==> config.mk <==
export PLATFORM = sky130hd
export DESIGN_NAME = sapmc_device_flat
export DESIGN_NICKNAME = d
export VERILOG_FILES = /design/src/sapmc_pkg.sv /design/src/sapmc_link_if.sv /design/src/sapmc_device.sv /design/src/flat_wrapper.sv
export SDC_FILE = /design/constraint.sdc
export NUM_CORES = 1
export LEC_CHECK = 0
export BUFFER_PORTS_ARGS = -buffer_cell sky130_fd_sc_hd__clkbuf_2
export CAP_MARGIN = 0
export CORE_MARGIN = 2
export CORE_UTILIZATION = 35
export CTS_BUF_LIST = sky130_fd_sc_hd__clkbuf_4 sky130_fd_sc_hd__clkbuf_8
export DETAILED_ROUTE_END_ITERATION = 7
export PLACE_DENSITY = 0.61
export SLEW_MARGIN = 20
export SYNTH_ARGS = -nofsm -noshare
export SYNTH_HDL_FRONTEND = slang
export SYNTH_SLANG_ARGS = --single-unit
==> constraint.sdc <==
create_clock -name core_clk -period 4 [get_ports core_clk]
set_input_delay 0.4 -clock core_clk [delete_from_list [all_inputs] [get_ports core_clk]]
set_output_delay 0.4 -clock core_clk [all_outputs]
set_load 0.02 [all_outputs]
==> src/sapmc_pkg.sv <==
package sapmc_pkg;
	// ****************************************
	// Timing
	// ****************************************
	localparam int CLK_PERIOD_NS = 25;
	localparam int PWRUP_TIME_NS = 1000;
	localparam int PWRUP_CYC = (PWRUP_TIME_NS + CLK_PERIOD_NS - 1) / CLK_PERIOD_NS;
	localparam int QUIET_TIME_NS = 60;
	localparam int QUIET_CYC = (QUIET_TIME_NS + CLK_PERIOD_NS - 1) / CLK_PERIOD_NS;
	localparam int RELEASE_TO_HIZ_DELAY_NS = 35;
	// Two synchroniser stages plus the output register
	localparam int HIZ_LAG_CYC = 3;
	localparam logic [5:0] PWRUP_CNT = 6'(PWRUP_CYC);
	localparam logic [5:0] QUIET_WAIT = 6'(QUIET_CYC + HIZ_LAG_CYC);
	localparam logic [5:0] SCLK_HALF = 6'h06;
	// ****************************************
	// Frame layout
	// ****************************************
	localparam int FRAME_BITS = 16;
	localparam int LEAD_ZEROS = 4;
	localparam int DATA_BITS = 12;
	localparam int CNT_W = 5;
	localparam logic [CNT_W-1:0] EDGE_PD_MIN = 5'h02;
	localparam logic [CNT_W-1:0] EDGE_KEEP = 5'h0a;
	localparam logic [CNT_W-1:0] EDGE_TRACK = 5'h0d;
	localparam logic [CNT_W-1:0] EDGE_FULL = 5'h10;
	localparam logic [CNT_W-1:0] EDGE_PD_HOST = 5'h08;
	localparam logic LINE_IDLE = 1'h1;
	// ****************************************
	// Types
	// ****************************************
	typedef enum logic {MODE_NORMAL, MODE_DOWN} sapmc_mode_t;
	typedef enum logic [1:0] {CMD_CONVERT, CMD_POWER_DOWN, CMD_WAKE} sapmc_cmd_t;
	typedef enum logic [2:0] {H_IDLE, H_SETUP, H_CLK, H_END, H_QUIET} sapmc_hstate_t;
endpackage

==> src/sapmc_link_if.sv <==
`timescale 1ns/1ps
`default_nettype none
interface sapmc_link_if;
	logic sclk;
	logic csN;
	logic serialResultOut;
	logic serialResultOe;
	logic serialResultLine;
	// Released line is read as high, as with a weak pull-up
	assign serialResultLine = serialResultOe ? serialResultOut : 1'h1;
	modport dev (
		input sclk,
		input csN,
		output serialResultOut,
		output serialResultOe
	);
	modport host (
		output sclk,
		output csN,
		input serialResultLine
	);
endinterface
`default_nettype wire

==> src/sapmc_device.sv <==
`timescale 1ns/1ps
`default_nettype none
// Overview of operation
// RL1 - Host keeps frame low ten falls
// RL2 - Rise 10..15 falls: stay up, abort
// RL3 - Full result needs sixteen clocks
// RL4 - Frame select may idle high or low
// RL5 - Host waits quiet time after release
// RL6 - Rise after 2nd, before 10th: power down
// RL7 - Power-down aborts and releases output
// RL8 - Analog circuitry off in power-down
// RL9 - Rise before 2nd fall keeps mode
// RL10 - Dummy frame wakes past tenth fall
// RL11 - Powered after 1 us; next valid
// RL12 - Early rise while down: back down
// RL13 - One dummy frame always wakes
// RL14 - Quiet time also after dummy frame
// RL15 - Hold while down; track on edge
// RL16 - Short wake frame after 1 us
// RL17 - Host runs a dummy frame first
// RL18 - Sampler tracks after reset
// RL19 - Lower clock above 320 kSPS
// RL20 - Fall: hold, start, drive output
// RL21 - Sixteenth fall releases output
// RL22 - Four zeros then twelve bits MSB
// RL23 - Quiet time at least 60 ns
// RL24 - Clear count on fall, judge on rise
module sapmc_device
	import sapmc_pkg::*;
(
	// Clock and reset
	input wire logic core_clk,
	input wire logic rst_n,
	// Link
	sapmc_link_if.dev link,
	// Converter core
	input wire logic [DATA_BITS-1:0] sampleData,
	output logic analogOn,
	output logic samplerHold,
	output logic poweredUp,
	output logic powerDown,
	output logic convStart,
	output logic convAbort,
	output logic convValid
);
	// ****************************************
	// State
	// ****************************************
	typedef struct packed {
		logic [1:0] csSync;
		logic csDly;
		logic [1:0] clkSync;
		logic clkDly;
		logic inFrame;
		logic [CNT_W-1:0] edgeCnt;
		logic [FRAME_BITS-1:0] shift;
		logic oe;
		logic hold;
		logic waking;
		sapmc_mode_t mode;
		logic analogOn;
		logic [5:0] puCnt;
		logic poweredUp;
		logic startPulse;
		logic abortPulse;
		logic frameGood;
	} sapmc_dev_t;

	sapmc_dev_t stateReg;
	sapmc_dev_t stateNext;

	localparam sapmc_dev_t DEV_RESET = '{
		csSync: {2{LINE_IDLE}},
		csDly: LINE_IDLE,
		clkSync: {2{LINE_IDLE}},
		clkDly: LINE_IDLE,
		inFrame: 1'h0,
		edgeCnt: '0,
		shift: '0,
		oe: 1'h0,
		hold: 1'h0,
		waking: 1'h0,
		mode: MODE_NORMAL,
		analogOn: 1'h1,
		puCnt: '0,
		poweredUp: 1'h1,
		startPulse: 1'h0,
		abortPulse: 1'h0,
		frameGood: 1'h0
	};

	// ****************************************
	// Helpers
	// ****************************************
	function automatic logic [CNT_W-1:0] count_up(input logic [CNT_W-1:0] n);
		count_up = n + 5'h01;
	endfunction

	function automatic logic [1:0] sync_step(input logic [1:0] stages, input logic pin);
		sync_step = {stages[0], pin};
	endfunction

	function automatic logic fell_now(input logic prevLvl, input logic curLvl);
		fell_now = prevLvl & ~curLvl;
	endfunction

	function automatic logic rose_now(input logic prevLvl, input logic curLvl);
		rose_now = ~prevLvl & curLvl;
	endfunction

	logic csFall;
	logic csRise;
	logic clkFall;
	logic clkRise;

	// Edges are judged on the second stage only; the first stage may be metastable
	assign csFall = fell_now(stateReg.csDly, stateReg.csSync[1]);
	assign csRise = rose_now(stateReg.csDly, stateReg.csSync[1]);
	assign clkFall = fell_now(stateReg.clkDly, stateReg.clkSync[1]);
	assign clkRise = rose_now(stateReg.clkDly, stateReg.clkSync[1]);

	// ****************************************
	// Next state
	// ****************************************
	always_comb begin
		stateNext = stateReg;
		stateNext.startPulse = 1'h0;
		stateNext.abortPulse = 1'h0;
		stateNext.csSync = sync_step(stateReg.csSync, link.csN);
		stateNext.csDly = stateReg.csSync[1];
		stateNext.clkSync = sync_step(stateReg.clkSync, link.sclk);
		stateNext.clkDly = stateReg.clkSync[1];
		if (csFall) begin
			stateNext.inFrame = 1'h1;
			stateNext.edgeCnt = '0; // RL24
			stateNext.shift = {{LEAD_ZEROS{1'h0}}, sampleData}; // RL22
			stateNext.oe = 1'h1; // RL20
			stateNext.hold = 1'h1; // RL20
			stateNext.startPulse = 1'h1; // RL20
			stateNext.frameGood = (stateReg.mode == MODE_NORMAL) && stateReg.poweredUp; // RL11
			if (stateReg.mode == MODE_DOWN) begin
				stateNext.waking = 1'h1; // RL10
				stateNext.analogOn = 1'h1; // RL10
				stateNext.puCnt = '0;
			end
		end else if (csRise && stateReg.inFrame) begin
			stateNext.inFrame = 1'h0;
			stateNext.oe = 1'h0; // RL2 RL7
			stateNext.waking = 1'h0;
			stateNext.abortPulse = (stateReg.edgeCnt != EDGE_FULL); // RL2 RL7
			// Glitch-length frames leave the mode as it was
			if (stateReg.edgeCnt >= EDGE_KEEP) begin
				stateNext.mode = MODE_NORMAL; // RL2 RL24
			end else if (stateReg.edgeCnt >= EDGE_PD_MIN) begin
				stateNext.mode = MODE_DOWN; // RL6 RL24
			end else begin
				stateNext.mode = stateReg.mode; // RL9 RL12
			end
			if (stateNext.mode == MODE_DOWN) begin
				stateNext.analogOn = 1'h0; // RL8 RL12
				stateNext.poweredUp = 1'h0;
				stateNext.puCnt = '0;
				stateNext.hold = 1'h1; // RL15
			end else begin
				stateNext.hold = 1'h0;
			end
		end else if (stateReg.inFrame) begin
			if (clkFall && (stateReg.edgeCnt != EDGE_FULL)) begin
				stateNext.edgeCnt = count_up(stateReg.edgeCnt);
				stateNext.shift = {stateReg.shift[FRAME_BITS-2:0], 1'h0}; // RL22
				if (count_up(stateReg.edgeCnt) == EDGE_FULL) begin
					stateNext.oe = 1'h0; // RL21 RL3
				end
			end
			if (stateReg.waking && (clkFall || clkRise)) begin
				stateNext.hold = 1'h0; // RL15
			end
			if (clkRise && (stateReg.edgeCnt >= EDGE_TRACK)) begin
				stateNext.hold = 1'h0;
			end
		end
		// Power-up timer; one dummy frame of ten falls outlasts it at any legal clock
		// A power-down at the rise wins over a timer expiry in the same cycle
		if (stateReg.analogOn && stateNext.analogOn && !stateReg.poweredUp) begin
			if (stateReg.puCnt == PWRUP_CNT - 6'h01) begin
				stateNext.poweredUp = 1'h1; // RL11 RL13
			end else begin
				stateNext.puCnt = stateReg.puCnt + 6'h01;
			end
		end
	end

	// ****************************************
	// Registers
	// ****************************************
	always_ff @(posedge core_clk or negedge rst_n) begin
		if (!rst_n) begin
			stateReg <= DEV_RESET; // RL18
		end else begin
			stateReg <= stateNext;
		end
	end

	// ****************************************
	// Outputs
	// ****************************************
	assign link.serialResultOut = stateReg.shift[FRAME_BITS-1];
	assign link.serialResultOe = stateReg.oe;
	assign analogOn = stateReg.analogOn;
	assign samplerHold = stateReg.hold;
	assign poweredUp = stateReg.poweredUp;
	assign powerDown = (stateReg.mode == MODE_DOWN);
	assign convStart = stateReg.startPulse;
	assign convAbort = stateReg.abortPulse;
	assign convValid = stateReg.frameGood;
endmodule
`default_nettype wire

==> src/flat_wrapper.sv <==
// flat-port wrapper written by rule: the top's interface ports become plain ports
module sapmc_device_flat import sapmc_pkg::*;
  (core_clk, rst_n, sampleData, analogOn, samplerHold, poweredUp, powerDown, convStart, convAbort, convValid, link_sclk, link_csN, link_serialResultOut, link_serialResultOe);
  sapmc_link_if link_i ();
  input wire logic core_clk;
  input wire logic rst_n;
  input wire logic [DATA_BITS-1:0] sampleData;
  output logic analogOn;
  output logic samplerHold;
  output logic poweredUp;
  output logic powerDown;
  output logic convStart;
  output logic convAbort;
  output logic convValid;
  input wire logic [$bits(link_i.sclk)-1:0] link_sclk;
  input wire logic [$bits(link_i.csN)-1:0] link_csN;
  output wire logic [$bits(link_i.serialResultOut)-1:0] link_serialResultOut;
  output wire logic [$bits(link_i.serialResultOe)-1:0] link_serialResultOe;
  assign link_i.sclk = link_sclk;
  assign link_i.csN = link_csN;
  assign link_serialResultOut = link_i.serialResultOut;
  assign link_serialResultOe = link_i.serialResultOe;
  sapmc_device u_core (.core_clk(core_clk), .rst_n(rst_n), .link(link_i), .sampleData(sampleData), .analogOn(analogOn), .samplerHold(samplerHold), .poweredUp(poweredUp), .powerDown(powerDown), .convStart(convStart), .convAbort(convAbort), .convValid(convValid));
endmodule
==> summary.txt <==
CTS
  • Post-cts sizing count: 0
  • Post-CTS setup buffer count: 0
  • CTS Hold Bufs: 0
  • Clock transition at path regs: ~80 ps
  • Clock tree sinks: 43
  • Max clock buf depth: 2
  • Later-pin clock latency in the skew report: roughly 300 ps
  • CTS tree: built
  • Clock root buffer: clkbuf_8
  • H-tree depth: 2
  • Num CTS Buffers: 5

Status
  • Status: completed

Synth
  • Syn Nets: about 210
  • Post-synthesis sequential area ratio: between 50% and 60%
  • Largest family of logic cells by synthesized area: multiplexers
  • Synth Area in XOR/XNOR: less than 1%
  • Netlist Area Pre-Place: 2120 um2
  • Flop and latch count out of synthesis: 43
  • Synth Area in Adders: under 10%
  • Compound-gate portion of the synthesized area: 13.4%
  • Post-Synthesis Cells: between 150 and 200
  • Simple-gate share of the synthesized area: between 10% and 20%
  • Post-synthesis mux area share: a little over an eighth
  • Avg Inst Size Synth: ~12 um2
  • Yosys cell types: 45
  • Warnings from Yosys: 0

Timing
  • Worst-Margin Slew: a little over 1000 ps
  • PnR worst setup slack: ~1700 ps
  • Achievable Freq: 0.442 GHz
  • Final setup viols: 0
  • RSZ-0062 raised after global routing: false
  • Skew final: approximately 6.8 ps
  • Tcrit/Tclk final: 56.5%
  • Tmin final: 2260 ps
  • Pins Over Slew Limit: 0
  • Final hold vios: 0
  • Relative slew margins: approximately a third
  • Setup TNS: 0 ps

Pwr
  • Peak VDD IR: 236 uV
  • Static leakage: ~1.1 nW
  • Power density cells: 528 nW/um2

Critical path
  • Worst-path cell chain: nor2b_2 -> nor4_2 -> and3_1 -> a221o_1
  • Critical Path AT: around 2500 ps
  • WP data required: between 4000 and 5000 ps
  • CP Buf/Inv Count: 0
  • Crit. End Element: flop
  • R2R depth: 4
  • Crit path kind: reg -> reg
  • Reg2Reg Setup Slack: roughly 1700 ps
  • RR Startpoint: u_core.stateReg[40]
  • Crit Path Max Fanout: 22
  • CP Launch Type: flop
  • Slowest stage cell, crit path: nor2b_2
  • CP max stage delay: a little over 800 ps
  • RR Endpoint: u_core.stateReg[35]
  • Delay-heaviest family, CP: simple AND/OR/NAND/NOR gates

GRT
  • Vias in the first global route: about 1400
  • Largest net degree at the start of global routing: 44
  • First-pass GRT wire length: 6350 um
  • Initial antenna violation count: 0
  • GRT Residual Overflow: 0
  • Total global-route track usage: 12.5%

Layout
  • Layout area overhead: 12.8%
  • Final Net Count: between 200 and 250
  • Max reg flops: 30
  • Layout cells sized above 1: 33.5%
  • Finished Core Util: 40.7%
  • Biggest register: u_core.stateReg
  • Antenna diode count: 0

Floorplanning
  • Core Area: slightly below 6000 um2
  • Initial core utilization: about 36%
  • Die width: 81.9 um
  • Die footprint: between 6000 and 7000 um2
  • Top-Level Pins: 25
  • Die Y: around 80 um
  • Row count: 28

Drt
  • Final routed DRC violation total: 0
  • Via Count: around 1400
  • Drt wl/cell: 13.3 um
  • Final WL: between 3000 and 4000 um
  • Final ANT Viol Nets: 0
  • Via density: between 5 and 6
  • Drt first pass iters: 4
  • 1st-iter DRT viols: approximately 110

Placed design
  • Placed wire-length estimate: 2590 um
  • Port bufs: 24
  • Pre-CTS setup slack: around 1700 ps
  • Routability Congestion: between 0.7 and 0.8

Min path
  • Worst hold-check path type: in -> async

Flow run
  • Max Cap Viol: 0
[through the flow]
stage               std cells  hold WS (ps)  area (um2)  total power, W
finish                    284           172        2400         0.00126
global route              284           168        2400         0.00135
CTS                       284           167        2400         0.00128
detailed placement        276           348        2310        0.000998
global placement          276           346        2310        0.000993
floorplan                 182           104        2120        0.000907
[Yosys cell counts (all sizes together)]
library cell,n,share of area [%]
a221o,1,0.47
nand2,7,1.2
and2,1,0.29
and4bb,1,0.59
a31oi,1,0.29
nor4,1,0.59
a31o,1,0.41
nor3b,1,0.35
o31a,1,0.41
a41oi,2,0.83
ha,7,4.1
and4b,1,0.47
o2111ai,1,0.41
nand4,2,0.59
or4,1,0.35
o211ai,2,0.71
nand3b,2,0.71
buf,4,1.5
a21oi,14,3.3
nor2b,5,1.5
a22oi,1,0.35
xor2,1,0.41
nor2,12,2.1
dfstp,8,9.9
a211oi,2,0.71
xnor2,1,0.41
a21o,1,0.35
nand3,7,1.6
o21ai,8,1.9
clkbuf,2,0.35
and3,3,0.88
nand2b,2,0.59
inv,8,1.4
nor3,2,0.71
or3,1,0.29
dfrtp,35,41
a21boi,1,0.35
nor4b,1,0.41
maj3,1,0.47
mux2,23,13
a22o,5,2.1
a211o,1,0.83
[how the worst max path moves through the flow]
stage / start / end / slack, ps / cells past startpoint
floorplan: u_core.stateReg[31] / u_core.stateReg[20] / 2050 / 7
global placement: u_core.stateReg[40] / u_core.stateReg[35] / 1730 / 4
detailed placement: u_core.stateReg[40] / u_core.stateReg[35] / 1690 / 4
CTS: u_core.stateReg[40] / u_core.stateReg[35] / 1690 / 4
global route: u_core.stateReg[40] / u_core.stateReg[35] / 1570 / 4
finish: u_core.stateReg[40] / u_core.stateReg[35] / 1740 / 4
[cells by family after synthesis]
kind of cell               after synthesis
AOI/OAI and AO/OA                       42
xor gates and xnor gates                 2
adders and majority gates                8
buffers and inverters                   14
DFF                                     43
muxes                                   23
and+or+nand+nor                         50
[layout by cell type, fill, tap and decap left out, types with 3 or more instances in the layout]
cell,n
clkbuf_8,5
inv_1,8
nand3_1,7
clkbuf_2,24
nor2_1,12
nor2b_1,4
dfstp_2,8
nand2_1,7
a22o_1,5
ha_1,7
and3_1,3
mux2_2,16
o21ai_0,8
a21oi_1,14
mux2_4,7
dfrtp_1,35
[layer usage]
layer / global-route usage, % / routed length, um / vias to the layer above
met2: 19.2 / 1620 / 31
met5: 0 / 0 / -
met4: 5.50 / 69 / 0
met3: 3.19 / 160 / 8
met1: 16.6 / 1940 / 679
li1: - / - / 717
[cell type report]
class	instances	area [um2]
Clock buffer	7	83.8
Clock inverter	1	5.00
Fill cell	576	3490
Inverter	8	30.0
Multi-Input combinational cell	125	970
Sequential cell	43	1090
Tap cell	75	93.8
Timing Repair Buffer	25	128
[where the power goes]
part	total (W)	switching [W]	internal, W
Sequential	0.000637	0.0000945	0.000543
Clock	0.000276	0.000140	0.000136
Combinational	0.000351	0.000161	0.000190
Total	0.00126	0.000396	0.000869
[worst register-to-register path: stages (launching register included)]
cell and delay [ps]:
dfstp_2 580, nor2b_2 830, nor4_2 260, and3_1 240, a221o_1 250
(Power assumes the default switching activity.)
